==> config.mk <==
export PLATFORM = sky130hd
export DESIGN_NAME = doc_display_cfg
export DESIGN_NICKNAME = d
export VERILOG_FILES = /design/src/verilog/doc_display_cfg.v
export VERILOG_INCLUDE_DIRS = /design/src /design/src/verilog
export SDC_FILE = /design/constraint.sdc
export NUM_CORES = 1
export LEC_CHECK = 0
export ABC_AREA = 1
export BUFFER_PORTS_ARGS = -buffer_cell sky130_fd_sc_hd__buf_2
export CORE_ASPECT_RATIO = 1.2
export CORE_UTILIZATION = 40
export CTS_BUF_LIST = sky130_fd_sc_hd__clkbuf_16
export CTS_CLUSTER_SIZE = 28
export DETAILED_ROUTE_END_ITERATION = 10
export PLACE_DENSITY = 0.66
export SYNTH_ARGS = -nofsm -noshare
export SYNTH_HDL_FRONTEND = slang
export SYNTH_SLANG_ARGS = --single-unit
==> constraint.sdc <==
create_clock -name aclk -period 1.95 [get_ports aclk]
set_input_delay 0.0975 -clock aclk [delete_from_list [all_inputs] [get_ports aclk]]
set_output_delay 0.0975 -clock aclk [all_outputs]
set_load 0.01 [all_outputs]
==> src/verilog/doc_consts.vh <==
`ifndef DOC_CONSTS_VH
`define DOC_CONSTS_VH

// Register byte offsets
`define DOC_OFF_MODE      8'h00
`define DOC_OFF_PORT      8'h04
`define DOC_OFF_LINE      8'h08
`define DOC_OFF_PREC      8'h0c
`define DOC_OFF_INTERVAL  8'h10
`define DOC_OFF_BAUD      8'h14
`define DOC_OFF_STATUS    8'h18
`define DOC_OFF_FRAMES    8'h1c

// Mode values that let display data out
`define DOC_MODE_DISP_A   4'h1
`define DOC_MODE_DISP_B   4'h3

// Port select encodings
`define DOC_PORT_RS485    1'b0
`define DOC_PORT_RS232    1'b1

// Reset values
`define DOC_RST_MODE      4'h0
`define DOC_RST_PORT      1'b0
`define DOC_RST_LINE      4'h0
`define DOC_RST_PREC      4'h3
`define DOC_RST_INTERVAL  16'h000a
`define DOC_RST_BAUD      32'h00002580

// Host-side advisory limits
`define DOC_MIN_INTERVAL  16'h000a
`define DOC_MAX_BAUD      32'h00009600

// Status field positions
`define DOC_ST_PORT       4
`define DOC_ST_INT_LOW    16
`define DOC_ST_BAUD_HIGH  17

// Bus responses
`define DOC_RESP_OKAY     2'b00
`define DOC_RESP_SLVERR   2'b10

`endif

==> src/verilog/doc_display_cfg.v <==
`timescale 1ns/1ps
`include "doc_consts.vh"

module doc_display_cfg #(
  parameter ADDR_W = 8
) (
  input  wire              aclk,
  input  wire              aresetn,
  input  wire [ADDR_W-1:0] s_axi_awaddr,
  input  wire [2:0]        s_axi_awprot,
  input  wire              s_axi_awvalid,
  output reg               s_axi_awready,
  input  wire [31:0]       s_axi_wdata,
  input  wire [3:0]        s_axi_wstrb,
  input  wire              s_axi_wvalid,
  output reg               s_axi_wready,
  output reg  [1:0]        s_axi_bresp,
  output reg               s_axi_bvalid,
  input  wire              s_axi_bready,
  input  wire [ADDR_W-1:0] s_axi_araddr,
  input  wire [2:0]        s_axi_arprot,
  input  wire              s_axi_arvalid,
  output reg               s_axi_arready,
  output reg  [31:0]       s_axi_rdata,
  output reg  [1:0]        s_axi_rresp,
  output reg               s_axi_rvalid,
  input  wire              s_axi_rready,
  input  wire              frame_req,
  output reg               send_rs485_q,
  output reg               send_rs232_q,
  output reg  [3:0]        frame_line_q,
  output reg  [3:0]        frame_prec_q,
  output reg  [15:0]       frame_interval_q
);

  //////////////////////////////////////////////////////////////////////////
  function [31:0] merge;
    input [31:0] old_v;
    input [31:0] new_v;
    input [3:0]  strb;
    integer      i;
    begin
      merge = old_v;
      for (i = 0; i < 4; i = i + 1) begin
        if (strb[i])
          merge[i*8 +: 8] = new_v[i*8 +: 8];
      end
    end
  endfunction

  function mapped;
    input [ADDR_W-1:0] a;
    begin
      mapped = (a[ADDR_W-1:5] == {(ADDR_W-5){1'b0}});
    end
  endfunction

  function [7:0] word_off;
    input [ADDR_W-1:0] a;
    begin
      word_off = {3'b000, a[4:2], 2'b00};
    end
  endfunction

  //////////////////////////////////////////////////////////////////////////
  reg  [3:0]        output_mode_select_q;
  reg               port_sel_q;
  reg  [3:0]        display_line_select_q;
  reg  [3:0]        display_precision_q;
  reg  [15:0]       output_interval_q;
  reg  [31:0]       serial_baud_setting_q;
  reg  [3:0]        act_mode_q;
  reg               act_port_q;
  reg  [31:0]       frames_q;
  reg               aw_hold_q;
  reg               w_hold_q;
  reg  [ADDR_W-1:0] awaddr_q;
  reg  [31:0]       wdata_q;
  reg  [3:0]        wstrb_q;
  wire              do_write;
  wire              mode_ok;
  wire              int_low;
  wire              baud_high;
  wire [31:0]       status;
  reg  [31:0]       rd_mux;
  wire [31:0]       mode_mrg;
  wire [31:0]       intv_mrg;

  assign do_write  = aw_hold_q & w_hold_q & ~s_axi_bvalid;
  assign mode_mrg  = merge({28'h0000000, output_mode_select_q},
                           wdata_q, wstrb_q);
  assign intv_mrg  = merge({16'h0000, output_interval_q}, wdata_q, wstrb_q);
  assign mode_ok   = (output_mode_select_q == `DOC_MODE_DISP_A) ||
                     (output_mode_select_q == `DOC_MODE_DISP_B);
  // Advisory only: the host owns these limits, hardware just reports
  assign int_low   = output_interval_q < `DOC_MIN_INTERVAL;
  assign baud_high = serial_baud_setting_q > `DOC_MAX_BAUD;
  assign status    = {14'h0000, baud_high, int_low,
                      frame_prec_q, frame_line_q,
                      3'h0, act_port_q, act_mode_q};

  //////////////////////////////////////////////////////////////////////////
  // Write channel: address and data accepted in either order
  always @(posedge aclk) begin
    if (!aresetn) begin
      s_axi_awready         <= 1'b1;
      s_axi_wready          <= 1'b1;
      s_axi_bvalid          <= 1'b0;
      s_axi_bresp           <= `DOC_RESP_OKAY;
      aw_hold_q             <= 1'b0;
      w_hold_q              <= 1'b0;
      awaddr_q              <= {ADDR_W{1'b0}};
      wdata_q               <= 32'h00000000;
      wstrb_q               <= 4'h0;
      output_mode_select_q  <= `DOC_RST_MODE;
      port_sel_q            <= `DOC_RST_PORT;
      display_line_select_q <= `DOC_RST_LINE;
      display_precision_q   <= `DOC_RST_PREC;
      output_interval_q     <= `DOC_RST_INTERVAL;
      serial_baud_setting_q <= `DOC_RST_BAUD;
    end else begin
      if (s_axi_awvalid && s_axi_awready) begin
        s_axi_awready <= 1'b0;
        aw_hold_q     <= 1'b1;
        awaddr_q      <= s_axi_awaddr;
      end
      if (s_axi_wvalid && s_axi_wready) begin
        s_axi_wready <= 1'b0;
        w_hold_q     <= 1'b1;
        wdata_q      <= s_axi_wdata;
        wstrb_q      <= s_axi_wstrb;
      end
      if (do_write) begin
        s_axi_bvalid <= 1'b1;
        s_axi_bresp  <= mapped(awaddr_q) ? `DOC_RESP_OKAY : `DOC_RESP_SLVERR;
        // Upper address bits alias low offsets, so unmapped writes must drop
        if (mapped(awaddr_q)) begin
          case (word_off(awaddr_q))
            `DOC_OFF_MODE:
              output_mode_select_q <= mode_mrg[3:0];
            `DOC_OFF_PORT:
              port_sel_q <= wstrb_q[0] ? wdata_q[0] : port_sel_q;
            `DOC_OFF_LINE:
              display_line_select_q <= wstrb_q[0] ? wdata_q[3:0]
                                                  : display_line_select_q;
            `DOC_OFF_PREC:
              display_precision_q <= wstrb_q[0] ? wdata_q[3:0]
                                                : display_precision_q;
            `DOC_OFF_INTERVAL:
              output_interval_q <= intv_mrg[15:0];
            `DOC_OFF_BAUD:
              serial_baud_setting_q <= merge(serial_baud_setting_q,
                                             wdata_q, wstrb_q);
            default: ;
          endcase
        end
      end
      if (s_axi_bvalid && s_axi_bready) begin
        s_axi_bvalid  <= 1'b0;
        aw_hold_q     <= 1'b0;
        w_hold_q      <= 1'b0;
        s_axi_awready <= 1'b1;
        s_axi_wready  <= 1'b1;
      end
    end
  end

  //////////////////////////////////////////////////////////////////////////
  always @* begin
    case (word_off(s_axi_araddr))
      `DOC_OFF_MODE:     rd_mux = {28'h0000000, output_mode_select_q};
      `DOC_OFF_PORT:     rd_mux = {31'h00000000, port_sel_q};
      `DOC_OFF_LINE:     rd_mux = {28'h0000000, display_line_select_q};
      `DOC_OFF_PREC:     rd_mux = {28'h0000000, display_precision_q};
      `DOC_OFF_INTERVAL: rd_mux = {16'h0000, output_interval_q};
      `DOC_OFF_BAUD:     rd_mux = serial_baud_setting_q;
      `DOC_OFF_STATUS:   rd_mux = status;
      `DOC_OFF_FRAMES:   rd_mux = frames_q;
      default:           rd_mux = 32'h00000000;
    endcase
  end

  always @(posedge aclk) begin
    if (!aresetn) begin
      s_axi_arready <= 1'b1;
      s_axi_rvalid  <= 1'b0;
      s_axi_rdata   <= 32'h00000000;
      s_axi_rresp   <= `DOC_RESP_OKAY;
    end else if (s_axi_arvalid && s_axi_arready) begin
      s_axi_arready <= 1'b0;
      s_axi_rvalid  <= 1'b1;
      s_axi_rdata   <= mapped(s_axi_araddr) ? rd_mux : 32'h00000000;
      s_axi_rresp   <= mapped(s_axi_araddr) ? `DOC_RESP_OKAY
                                            : `DOC_RESP_SLVERR;
    end else if (s_axi_rvalid && s_axi_rready) begin
      s_axi_rvalid  <= 1'b0;
      s_axi_arready <= 1'b1;
    end
  end

  //////////////////////////////////////////////////////////////////////////
  // Settings snapshot once per frame so no frame mixes old and new values
  always @(posedge aclk) begin
    if (!aresetn) begin
      send_rs485_q     <= 1'b0;
      send_rs232_q     <= 1'b0;
      frame_line_q     <= `DOC_RST_LINE;
      frame_prec_q     <= `DOC_RST_PREC;
      frame_interval_q <= `DOC_RST_INTERVAL;
      act_mode_q       <= `DOC_RST_MODE;
      act_port_q       <= `DOC_RST_PORT;
      frames_q         <= 32'h00000000;
    end else begin
      send_rs485_q <= 1'b0;
      send_rs232_q <= 1'b0;
      if (frame_req) begin
        act_mode_q       <= output_mode_select_q;
        act_port_q       <= port_sel_q;
        frame_line_q     <= display_line_select_q;
        frame_prec_q     <= display_precision_q;
        frame_interval_q <= output_interval_q;
        if (mode_ok) begin
          send_rs485_q <= (port_sel_q == `DOC_PORT_RS485);
          send_rs232_q <= (port_sel_q == `DOC_PORT_RS232);
          frames_q     <= frames_q + 32'h00000001;
        end
      end
    end
  end

endmodule // doc_display_cfg

==> results of run 1 <==
==> layer usage <==
| metal | global-route usage [%] | vias up | share of wire [%] |
|---|---|---|---|
| met5 | 0 | - | 0 |
| met2 | 35.1 | 212 | 45 |
| met4 | 6.33 | 0 | 2.5 |
| met3 | 3.24 | 43 | 5.5 |
| li1 | - | 4208 | - |
| met1 | 29.3 | 3711 | 47 |
==> worst max-delay path, delay by kind of cell (launching register included) <==
family	cells	cell delay, ns
compound gates	1	0.17
buf+inv	1	0.05
simple gates	6	0.79
fa+ha+maj	1	0.23
flops	1	0.39
==> layout by cell type (no fill, tap or decap), types with 5 or more instances in the layout <==
cell type | Yosys | routed
dfxtp_1 | 207 | 207
nand2_1 | 200 | 199
nor2_1 | 192 | 191
o21ai_0 | 163 | 163
inv_1 | 113 | 119
buf_2 | 6 | 119
a21oi_1 | 116 | 116
dlygate4sd3_1 | 0 | 47
nand3_1 | 35 | 33
nor3_1 | 33 | 33
clkbuf_16 | 0 | 21
o22ai_1 | 17 | 17
buf_4 | 2 | 17
nand4_1 | 10 | 10
inv_2 | 5 | 6
nor2_2 | 4 | 5
o211ai_1 | 5 | 5
==> flip-flops by register name, indices dropped and copies added, names as in the netlist, 4 cells and up <==
register	count
act_mode_q	4
awaddr_q	6
display_line_select_q	4
display_precision_q	4
frame_interval_q	16
frame_line_q	4
frame_prec_q	4
frames_q	32
output_interval_q	16
output_mode_select_q	4
s_axi_rdata	32
serial_baud_setting_q	32
wdata_q	32
wstrb_q	4
==> repair_timing <==
action	CTS	global route
endpoints found under the hold margin	51	0
hold buffers	47	0
gates resized for setup	0	4
endpoints found under the setup margin	0	8
==> worst paths after layout <==
kind,startpoint,to
worst max-delay path,frames_q[0],frames_q[28]
worst min-delay path,s_axi_awvalid,s_axi_awready
worst max register to register,frames_q[0],frames_q[28]
worst min register to register,frame_interval_q[3],frame_interval_q[3]
==> stage by stage <==
step / instance area, um^2 / cells
2_1_floorplan: 8580 / 1190
3_3_place_gp: 9490 / 1546
3_5_place_dp: 9490 / 1546
4_1_cts: 10600 / 1629
5_1_grt: 10600 / 1629
6_report: 10600 / 1629
==> cell families after synthesis <==
logic type	after synthesis
buffers and inverters	174
other	1
xor gates and xnor gates	3
adders and majority gates	1
DFF	207
AOI/OAI and AO/OA	316
and+or+nand+nor	487
==> power groups by stage <==
| stage | clock (uW) | sequential [uW] | combinational [uW] |
|---|---|---|---|
| floorplan | 0 | 4520 | 361 |
| global placement | 0 | 4520 | 588 |
| detailed placement | 0 | 4530 | 595 |
| CTS | 3810 | 4430 | 667 |
| global route | 3990 | 4450 | 749 |
| finish | 3740 | 4430 | 669 |
==> area by class of cell <==
type / instances / area share, %
clock inverters: 15 / 0.909
repair buffers: 187 / 12.0
clock buffers: 21 / 4.96
well taps: 270 / 3.19
flip-flops and latches: 207 / 39.1
inverters: 120 / 4.25
multi-input cells: 809 / 35.6
==> results_dict.tcl, run 1 <==
set metrics [dict create \
    syn2layout_area_growth_pct 23.6 \
    outcome "completed" \
    synthesis.area_um2 8570 \
    p_switching_uw 2140 \
    clockPowerShare_pct 42.3 \
    path_class "flop to flop" \
    rows 58 \
    synth_top_area_share_pct 48.3 \
    clkTransAtPathRegs_ns 0.06 \
    synth-main-ff-cell "dfxtp_1" \
    numCtsBuffers 21 \
    required_ns 2.38 \
    total_power_uw 8840 \
    num-nets-final 1413 \
    maxSlewHeadroom_pct 64.7 \
    grtUsageTotal_pct 21.5 \
    drt_iter0_markers 560 \
    r2r_slack_ns 0.24 \
    r2r_cells 9 \
    combPwrFrac_pct 7.6 \
    cts-htree-levels 1 \
    muxShareOfSynthArea_pct 0 \
    overflow 0 \
    synth-edff-count 0 \
    ys_ff_latch 207 \
    synthAdderAreaFrac_pct 0.146 \
    ys_warn_count 0 \
    clock_latency_ns 0.50 \
    remaining_drc_errors 0 \
    yosys.area_share.simple_pct 24.0 \
    path_common_cell "nor2_1" \
    ant_nets 0 \
    setup_slack_ns 0.240 \
    crit_slowest_cell "dfxtp_1" \
    synth_area_per_cell_um2 7.21 \
    synth_cell_type_count 39 \
    clockBufferDepth 3 \
    cts.sinks 207 \
    regArea_um2 4140 \
    die-area_um2 22000 \
    max_freq_mhz 585 \
    rsz0062_at_grt "no" \
    ir_worst_vdd_mv 0.517 \
    synth_top_cell_by_area "dfxtp_1" \
    hold_violations 0 \
    finalSetupViolations 0 \
    pre_cts_ws_ns 0.154 \
    finalMaxSlewViolations 0 \
    syn_inst 1189 \
    postCtsSetupBuffers 0 \
    totalWireLength_mm 23.5 \
    drive_gt1_share_pct 14.2 \
    start_util_pct 40.9 \
    finalCriticalPeriod_ns 1.71 \
    die_h_um 162 \
    cts_tree "done" \
    multiInputGateArea_um2 3770 \
    antenna_found_initial 0 \
    worst_slew_pin_slew_ns 0.529 \
    worstPathArrival_ns 2.14 \
    power_density_nw_per_um2 834 \
    synth_compound_area_share_pct 19.3 \
    synthXorXnorAreaFrac_pct 0.306 \
    drt-pass1-iter-count 4 \
    p_int_uw 6710 \
    vias 8174 \
    min_path_cells 4 \
    grt_max_degree 146 \
    coreArea_um2 21000 \
    path_cells "ha_1, nand3_2, nor2_1, nand2_1, nor2_1, nand3_2, o21ai_0, inv_1, nor2_1" \
    dp.final_hpwl_mm 16.5 \
    final_util_pct 50.5 \
    nFillCells 2023 \
    endpoint_kind "flop" \
    wire_per_inst_um 14.5 \
    dieWidth_um 136 \
    min_period_over_period_pct 87.7 \
    ys_top_cells_by_count "207 x dfxtp_1, 200 x nand2_1, 192 x nor2_1" \
    diodes 0 \
    routed_via_density 5.02 \
    switching_share_pct 24.2 \
    skew_ns 0.00724 \
    cap_violations 0 \
    synthArstFlopShare_pct 0 \
    leakage_uw 0.00448 \
    yosysSeqAreaShare_pct 48.3 \
    synth_top_family_by_area "simple AND/OR/NAND/NOR gates" \
    place_congestion 0.897 \
    setup_tns_ns 0 \
    start_kind "flop" \
    port_buffers 120 \
    synth.most_common_cell "dfxtp_1" \
    grt_pass1_wl_mm 38.1 \
    synthTopCellsByArea "dfxtp_1 48%, o21ai_0 9.5%, nand2_1 8.8%" \
    cp_max_fo 4 \
    grt_pass1_vias 7524 \
    hp-class "primary input to flop" \
    root_buffer "clkbuf_16" \
    slowest_delay_ns 0.39 \
    seqPwrFrac_pct 50.1 \
    io_pins 133 \
    hold_ws_ns 0.102 \
]
Note: power is estimated with default switching activity, not from simulation.
==> run 2, diff against run 1 <==
--- a/config.mk
+++ b/config.mk
@@ -9,11 +9,11 @@
 export ABC_AREA = 1
 export BUFFER_PORTS_ARGS = -buffer_cell sky130_fd_sc_hd__buf_2
 export CORE_ASPECT_RATIO = 1.2
-export CORE_UTILIZATION = 40
+export CORE_UTILIZATION = 51
 export CTS_BUF_LIST = sky130_fd_sc_hd__clkbuf_16
 export CTS_CLUSTER_SIZE = 28
 export DETAILED_ROUTE_END_ITERATION = 10
-export PLACE_DENSITY = 0.66
+export PLACE_DENSITY = 0.82
 export SYNTH_ARGS = -nofsm -noshare
 export SYNTH_HDL_FRONTEND = slang
 export SYNTH_SLANG_ARGS = --single-unit
==> constraint.sdc (replaced) <==
create_clock -name aclk -period 1.46 [get_ports aclk]
set_input_delay 0.073 -clock aclk [delete_from_list [all_inputs] [get_ports aclk]]
set_output_delay 0.073 -clock aclk [all_outputs]
set_load 0.01 [all_outputs]
==> results_dict.tcl, run 2 (same netlist as run 1, synthesis figures left out) <==
set metrics [dict create \
    outcome "finished, violations left" \
    violations "setup timing" \
    r2r-start "awaddr_q[6]" \
    die-area_um2 17300 \
    routed_via_density 5.56 \
    io_pins 133 \
    critical_path.startpoint "awaddr_q[6]" \
    coreArea_um2 16300 \
    cp_max_fo 8 \
    clkTransAtPathRegs_ns 0.06 \
    rsz0062_at_grt "yes" \
    antenna_found_initial 0 \
    hp-class "primary input to flop" \
    min_period_over_period_pct 106 \
    ir_worst_vdd_mv 0.952 \
    totalWireLength_mm 27.0 \
    final_common_cell "dfxtp_1" \
    power_density_nw_per_um2 1060 \
    setup_slack_ns -0.0889 \
    p_int_uw 9380 \
    hold_ws_ns 0.0559 \
    numCtsBuffers 21 \
    drt_iter0_markers 789 \
    p_switching_uw 2980 \
    worstPathArrival_ns 1.93 \
    ant_nets 0 \
    hp-start "s_axi_arvalid" \
    drive_gt1_share_pct 25.3 \
    required_ns 1.84 \
    dpl_cell_area_um2 9870 \
    switching_share_pct 24.1 \
    cts-htree-levels 1 \
    leakage_uw 0.00502 \
    grtUsageTotal_pct 28.2 \
    seqPwrFrac_pct 48.1 \
    path_class "flop to flop" \
    finalMaxSlewViolations 0 \
    root_buffer "clkbuf_16" \
    rows 51 \
    clock_latency_ns 0.50 \
    die_h_um 144 \
    syn2layout_area_growth_pct 36.1 \
    clockBufferDepth 3 \
    finalSetupViolations 21 \
    grt_pass1_wl_mm 39.2 \
    place_congestion 0.888 \
    design_area_um2 11700 \
    grt_max_degree 81 \
    grt_pass1_vias 8096 \
    vias 9121 \
    cap_violations 0 \
    max_freq_mhz 646 \
    endpoint_kind "flop" \
    cts_tree "done" \
    hold_violations 0 \
    combPwrFrac_pct 8.5 \
    port_buffers 120 \
    start_kind "flop" \
    setup_tns_ns -0.563 \
    overflow 0 \
    cts.sinks 207 \
    wire_per_inst_um 16.5 \
    remaining_drc_errors 0 \
    final_cell_mix "192 x dfxtp_1, 182 x nand2_1, 178 x nor2_1, 131 x o21ai_0, 119 x buf_2" \
    skew_ns 0.00591 \
    num-nets-final 1482 \
    diodes 0 \
    dp.final_hpwl_mm 16.8 \
    dieWidth_um 120 \
    start_util_pct 52.5 \
    clockPowerShare_pct 43.5 \
    finalCriticalPeriod_ns 1.55 \
    drt-pass1-iter-count 6 \
]
-- run 2: worst max-delay path, stage by stage, from the launching register on --
cell,delay (ns)
dfxtp_2,0.33
nor3_4,0.24
buf_6,0.14
nand3_4,0.08
buf_12,0.17
clkbuf_16,0.16
nor3_1,0.20
nor2_1,0.09
-- run 2: area by class of cell --
class | count | area (um^2)
clock buffer | 21 | 526
clock inverter | 16 | 148
fill | 1157 | 4660
inverter | 120 | 462
multi-input combinational | 810 | 4200
sequential | 207 | 4170
tap | 212 | 265
timing repair buffer | 255 | 1900
-- run 2: timing repair --
action | CTS | global route
hold buffers | 48 | 0
buffers inserted | 1 | 13
resized for setup | 30 | 150
endpoints found under the hold margin | 58 | 0
pin swaps | 7 | 30
setup endpoints to repair | 35 | 85
gates cloned | 0 | 2
-- run 2: final timing paths --
check             cells past startpoint                        end  slack (ns)
setup / recovery                      7  serial_baud_setting_q[22]       -0.09
setup reg to reg                      7  serial_baud_setting_q[22]       -0.09
hold / removal                        4             s_axi_rdata[1]        0.06
hold reg to reg                       2              act_mode_q[2]        0.45
-- run 2: power by group through the flow --
| stage | registers [uW] | clock network, uW | logic (uW) |
|---|---|---|---|
| finish | 5940 | 5370 | 1050 |
| global route | 5950 | 5620 | 1140 |
| CTS | 5920 | 5390 | 941 |
| detailed placement | 6040 | 0 | 829 |
| global placement | 6040 | 0 | 806 |
| floorplan | 6040 | 0 | 482 |
-- run 2: per-layer routing --
layer,vias to the layer above,part of all wire (%),global-route usage [%]
li1,4339,-,-
met1,4259,40,35.8
met2,444,49,48.4
met3,79,7.7,4.81
met4,0,3.1,9.81
met5,-,0,0
-- run 2: per-stage QoR --
step / std cells / setup WS, ns / util [%] / power (uW)
after detailed placement: 1541 / -0.153 / 60.4 / 6870
final: 1641 / -0.0889 / 71.5 / 12400
after CTS: 1627 / -0.0184 / 68.2 / 12300
after floorplan: 1190 / 0.0108 / - / 6520
after global placement: 1541 / -0.0684 / 60.4 / 6850
after global routing: 1641 / -0.212 / 71.5 / 12700
==> run 3, diff against run 2 <==
--- a/config.mk
+++ b/config.mk
@@ -17,3 +17,4 @@
 export SYNTH_ARGS = -nofsm -noshare
 export SYNTH_HDL_FRONTEND = slang
 export SYNTH_SLANG_ARGS = --single-unit
+export TNS_END_PERCENT = 30
==> results_dict.tcl, run 3 (same netlist as run 1, synthesis figures left out) <==
set metrics [dict create \
    grt_max_degree 81 \
    routed_via_density 5.45 \
    leakage_uw 0.00491 \
    final_cell_mix "192 x dfxtp_1, 184 x nand2_1, 180 x nor2_1, 135 x o21ai_0, 119 x buf_2" \
    diodes 0 \
    numCtsBuffers 21 \
    root_buffer "clkbuf_16" \
    dp.final_hpwl_mm 16.8 \
    setup_slack_ns -0.0765 \
    coreArea_um2 16300 \
    finalSetupViolations 8 \
    outcome "finished, violations left" \
    busiest_layer "met2" \
    clkTransAtPathRegs_ns 0.06 \
    path_cells "ha_4, nand3_4, nor2_8, nand2_4, nor3_4, nand2_1, nand2_1, nand2_1, nor2_1" \
    remaining_drc_errors 0 \
    min_path_cells 4 \
    p_switching_uw 2940 \
    totalWireLength_mm 25.9 \
    drive_gt1_share_pct 24.0 \
    place_congestion 0.888 \
    port_buffers 120 \
    r2r-start "frames_q[1]" \
    rsz0062_at_grt "yes" \
    die_h_um 144 \
    dieWidth_um 120 \
    path_class "flop to flop" \
    grt_use_met3_pct 4.69 \
    cap_violations 0 \
    die-area_um2 17300 \
    io_pins 133 \
    finalCriticalPeriod_ns 1.54 \
    ir_worst_vdd_mv 0.905 \
    violations "setup timing" \
    cts-htree-levels 1 \
    setup_tns_ns -0.228 \
    min_period_over_period_pct 105 \
    cp_max_fo 5 \
    met1_usage_pct 35.7 \
    crit_slowest_cell "dfxtp_4" \
    start_kind "flop" \
    switching_share_pct 23.9 \
    worstPathArrival_ns 1.97 \
    seqPwrFrac_pct 48.2 \
    hold_violations 0 \
    max_freq_mhz 651 \
    p_int_uw 9370 \
    use_met2_pct 48.2 \
    combPwrFrac_pct 8.3 \
    endpoint_kind "flop" \
    ant_nets 0 \
    r2r_cells 9 \
    skew_ns 0.00564 \
    rows 51 \
    overflow 0 \
    power_density_nw_per_um2 1070 \
    grtUsageTotal_pct 28.1 \
    holdPathEnd "s_axi_rdata[1]" \
    drt-pass1-iter-count 7 \
    drt_iter0_markers 733 \
    hp-class "primary input to flop" \
    nFillCells 1210 \
    clockBufferDepth 3 \
    finalMaxSlewViolations 0 \
    grt_pass1_vias 8080 \
    grt_pass1_wl_mm 39.2 \
    num-nets-final 1476 \
    hold_ws_ns 0.0639 \
    critPathBufInv 0 \
    cts_tree "done" \
    syn2layout_area_growth_pct 34.1 \
    vias 8918 \
    wire_per_inst_um 15.8 \
    critical_path.top_delay_family "simple AND/OR/NAND/NOR gates" \
    start_util_pct 52.5 \
    path_common_cell "nand2_1" \
    antenna_found_initial 0 \
    r2r_slack_ns -0.08 \
    rr_endpoint "frames_q[26]" \
    cts.sinks 207 \
    slowest_delay_ns 0.37 \
    clockPowerShare_pct 43.5 \
    final_common_cell "dfxtp_1" \
    required_ns 1.89 \
    clock_latency_ns 0.50 \
    hp-start "s_axi_arvalid" \
]
run 3: how the worst max path moves through the flow:
stage / slack, ns / to / start / cells after the start
2_1_floorplan: 0.01 / frames_q[30] / frames_q[0] / 10
3_3_place_gp: -0.07 / frames_q[28] / frames_q[0] / 9
3_5_place_dp: -0.15 / frames_q[25] / frames_q[10] / 8
4_1_cts: -0.03 / serial_baud_setting_q[0] / awaddr_q[6] / 7
5_1_grt: -0.16 / frames_q[26] / frames_q[1] / 9
6_report: -0.08 / frames_q[26] / frames_q[1] / 9
run 3: through the flow:
stage               power, uW  std cells  utilization, %  setup slack (ns)  cell area [um^2]
global route            12700       1635            70.4            -0.165             11500
detailed placement       6870       1541            60.4            -0.153              9870
finish                  12300       1635            70.4           -0.0765             11500
floorplan                6520       1190               -            0.0108              8590
CTS                     12200       1627            68.1           -0.0285             11100
global placement         6850       1541            60.4           -0.0684              9870
run 3: per-layer routing:
metal	up-vias	share of wire (%)
met5	-	0
met4	0	3.2
met3	71	7.2
met2	403	49
met1	4100	41
li1	4344	-
run 3: power by group through the flow:
stage                     sequential, uW  clock (uW)  combinational (uW)
after global placement              6040           0                 806
after global routing                5950        5610                1110
after detailed placement            6040           0                 829
final                               5930        5360                1020
after CTS                           5920        5390                 936
after floorplan                     6040           0                 482
run 3: layout make-up:
class                      instances  area [um^2]  share of cell area (%)
inverter                         120          462                    4.02
clock inverter                    16          148                    1.28
timing repair buffer             250         1820                    15.9
tap                              212          265                    2.31
multi-input combinational        809         4100                    35.6
clock buffer                      21          526                    4.57
sequential                       207         4170                    36.3
run 3: repair_timing:
action	4_1_cts	5_1_grt
hold buffers	48	0
buffers inserted	1	8
gates resized for setup	24	127
endpoints found under the setup margin	35	85
pin swaps	6	25
endpoints found under the hold margin	58	0
run 3: worst register-to-register path: stages, from the launching register on:
cell and delay, ns:
dfxtp_4 0.37, ha_4 0.16, nand3_4 0.09, nor2_8 0.11
nand2_4 0.07, nor3_4 0.34, nand2_1 0.12, nand2_1 0.09
nand2_1 0.05, nor2_1 0.07
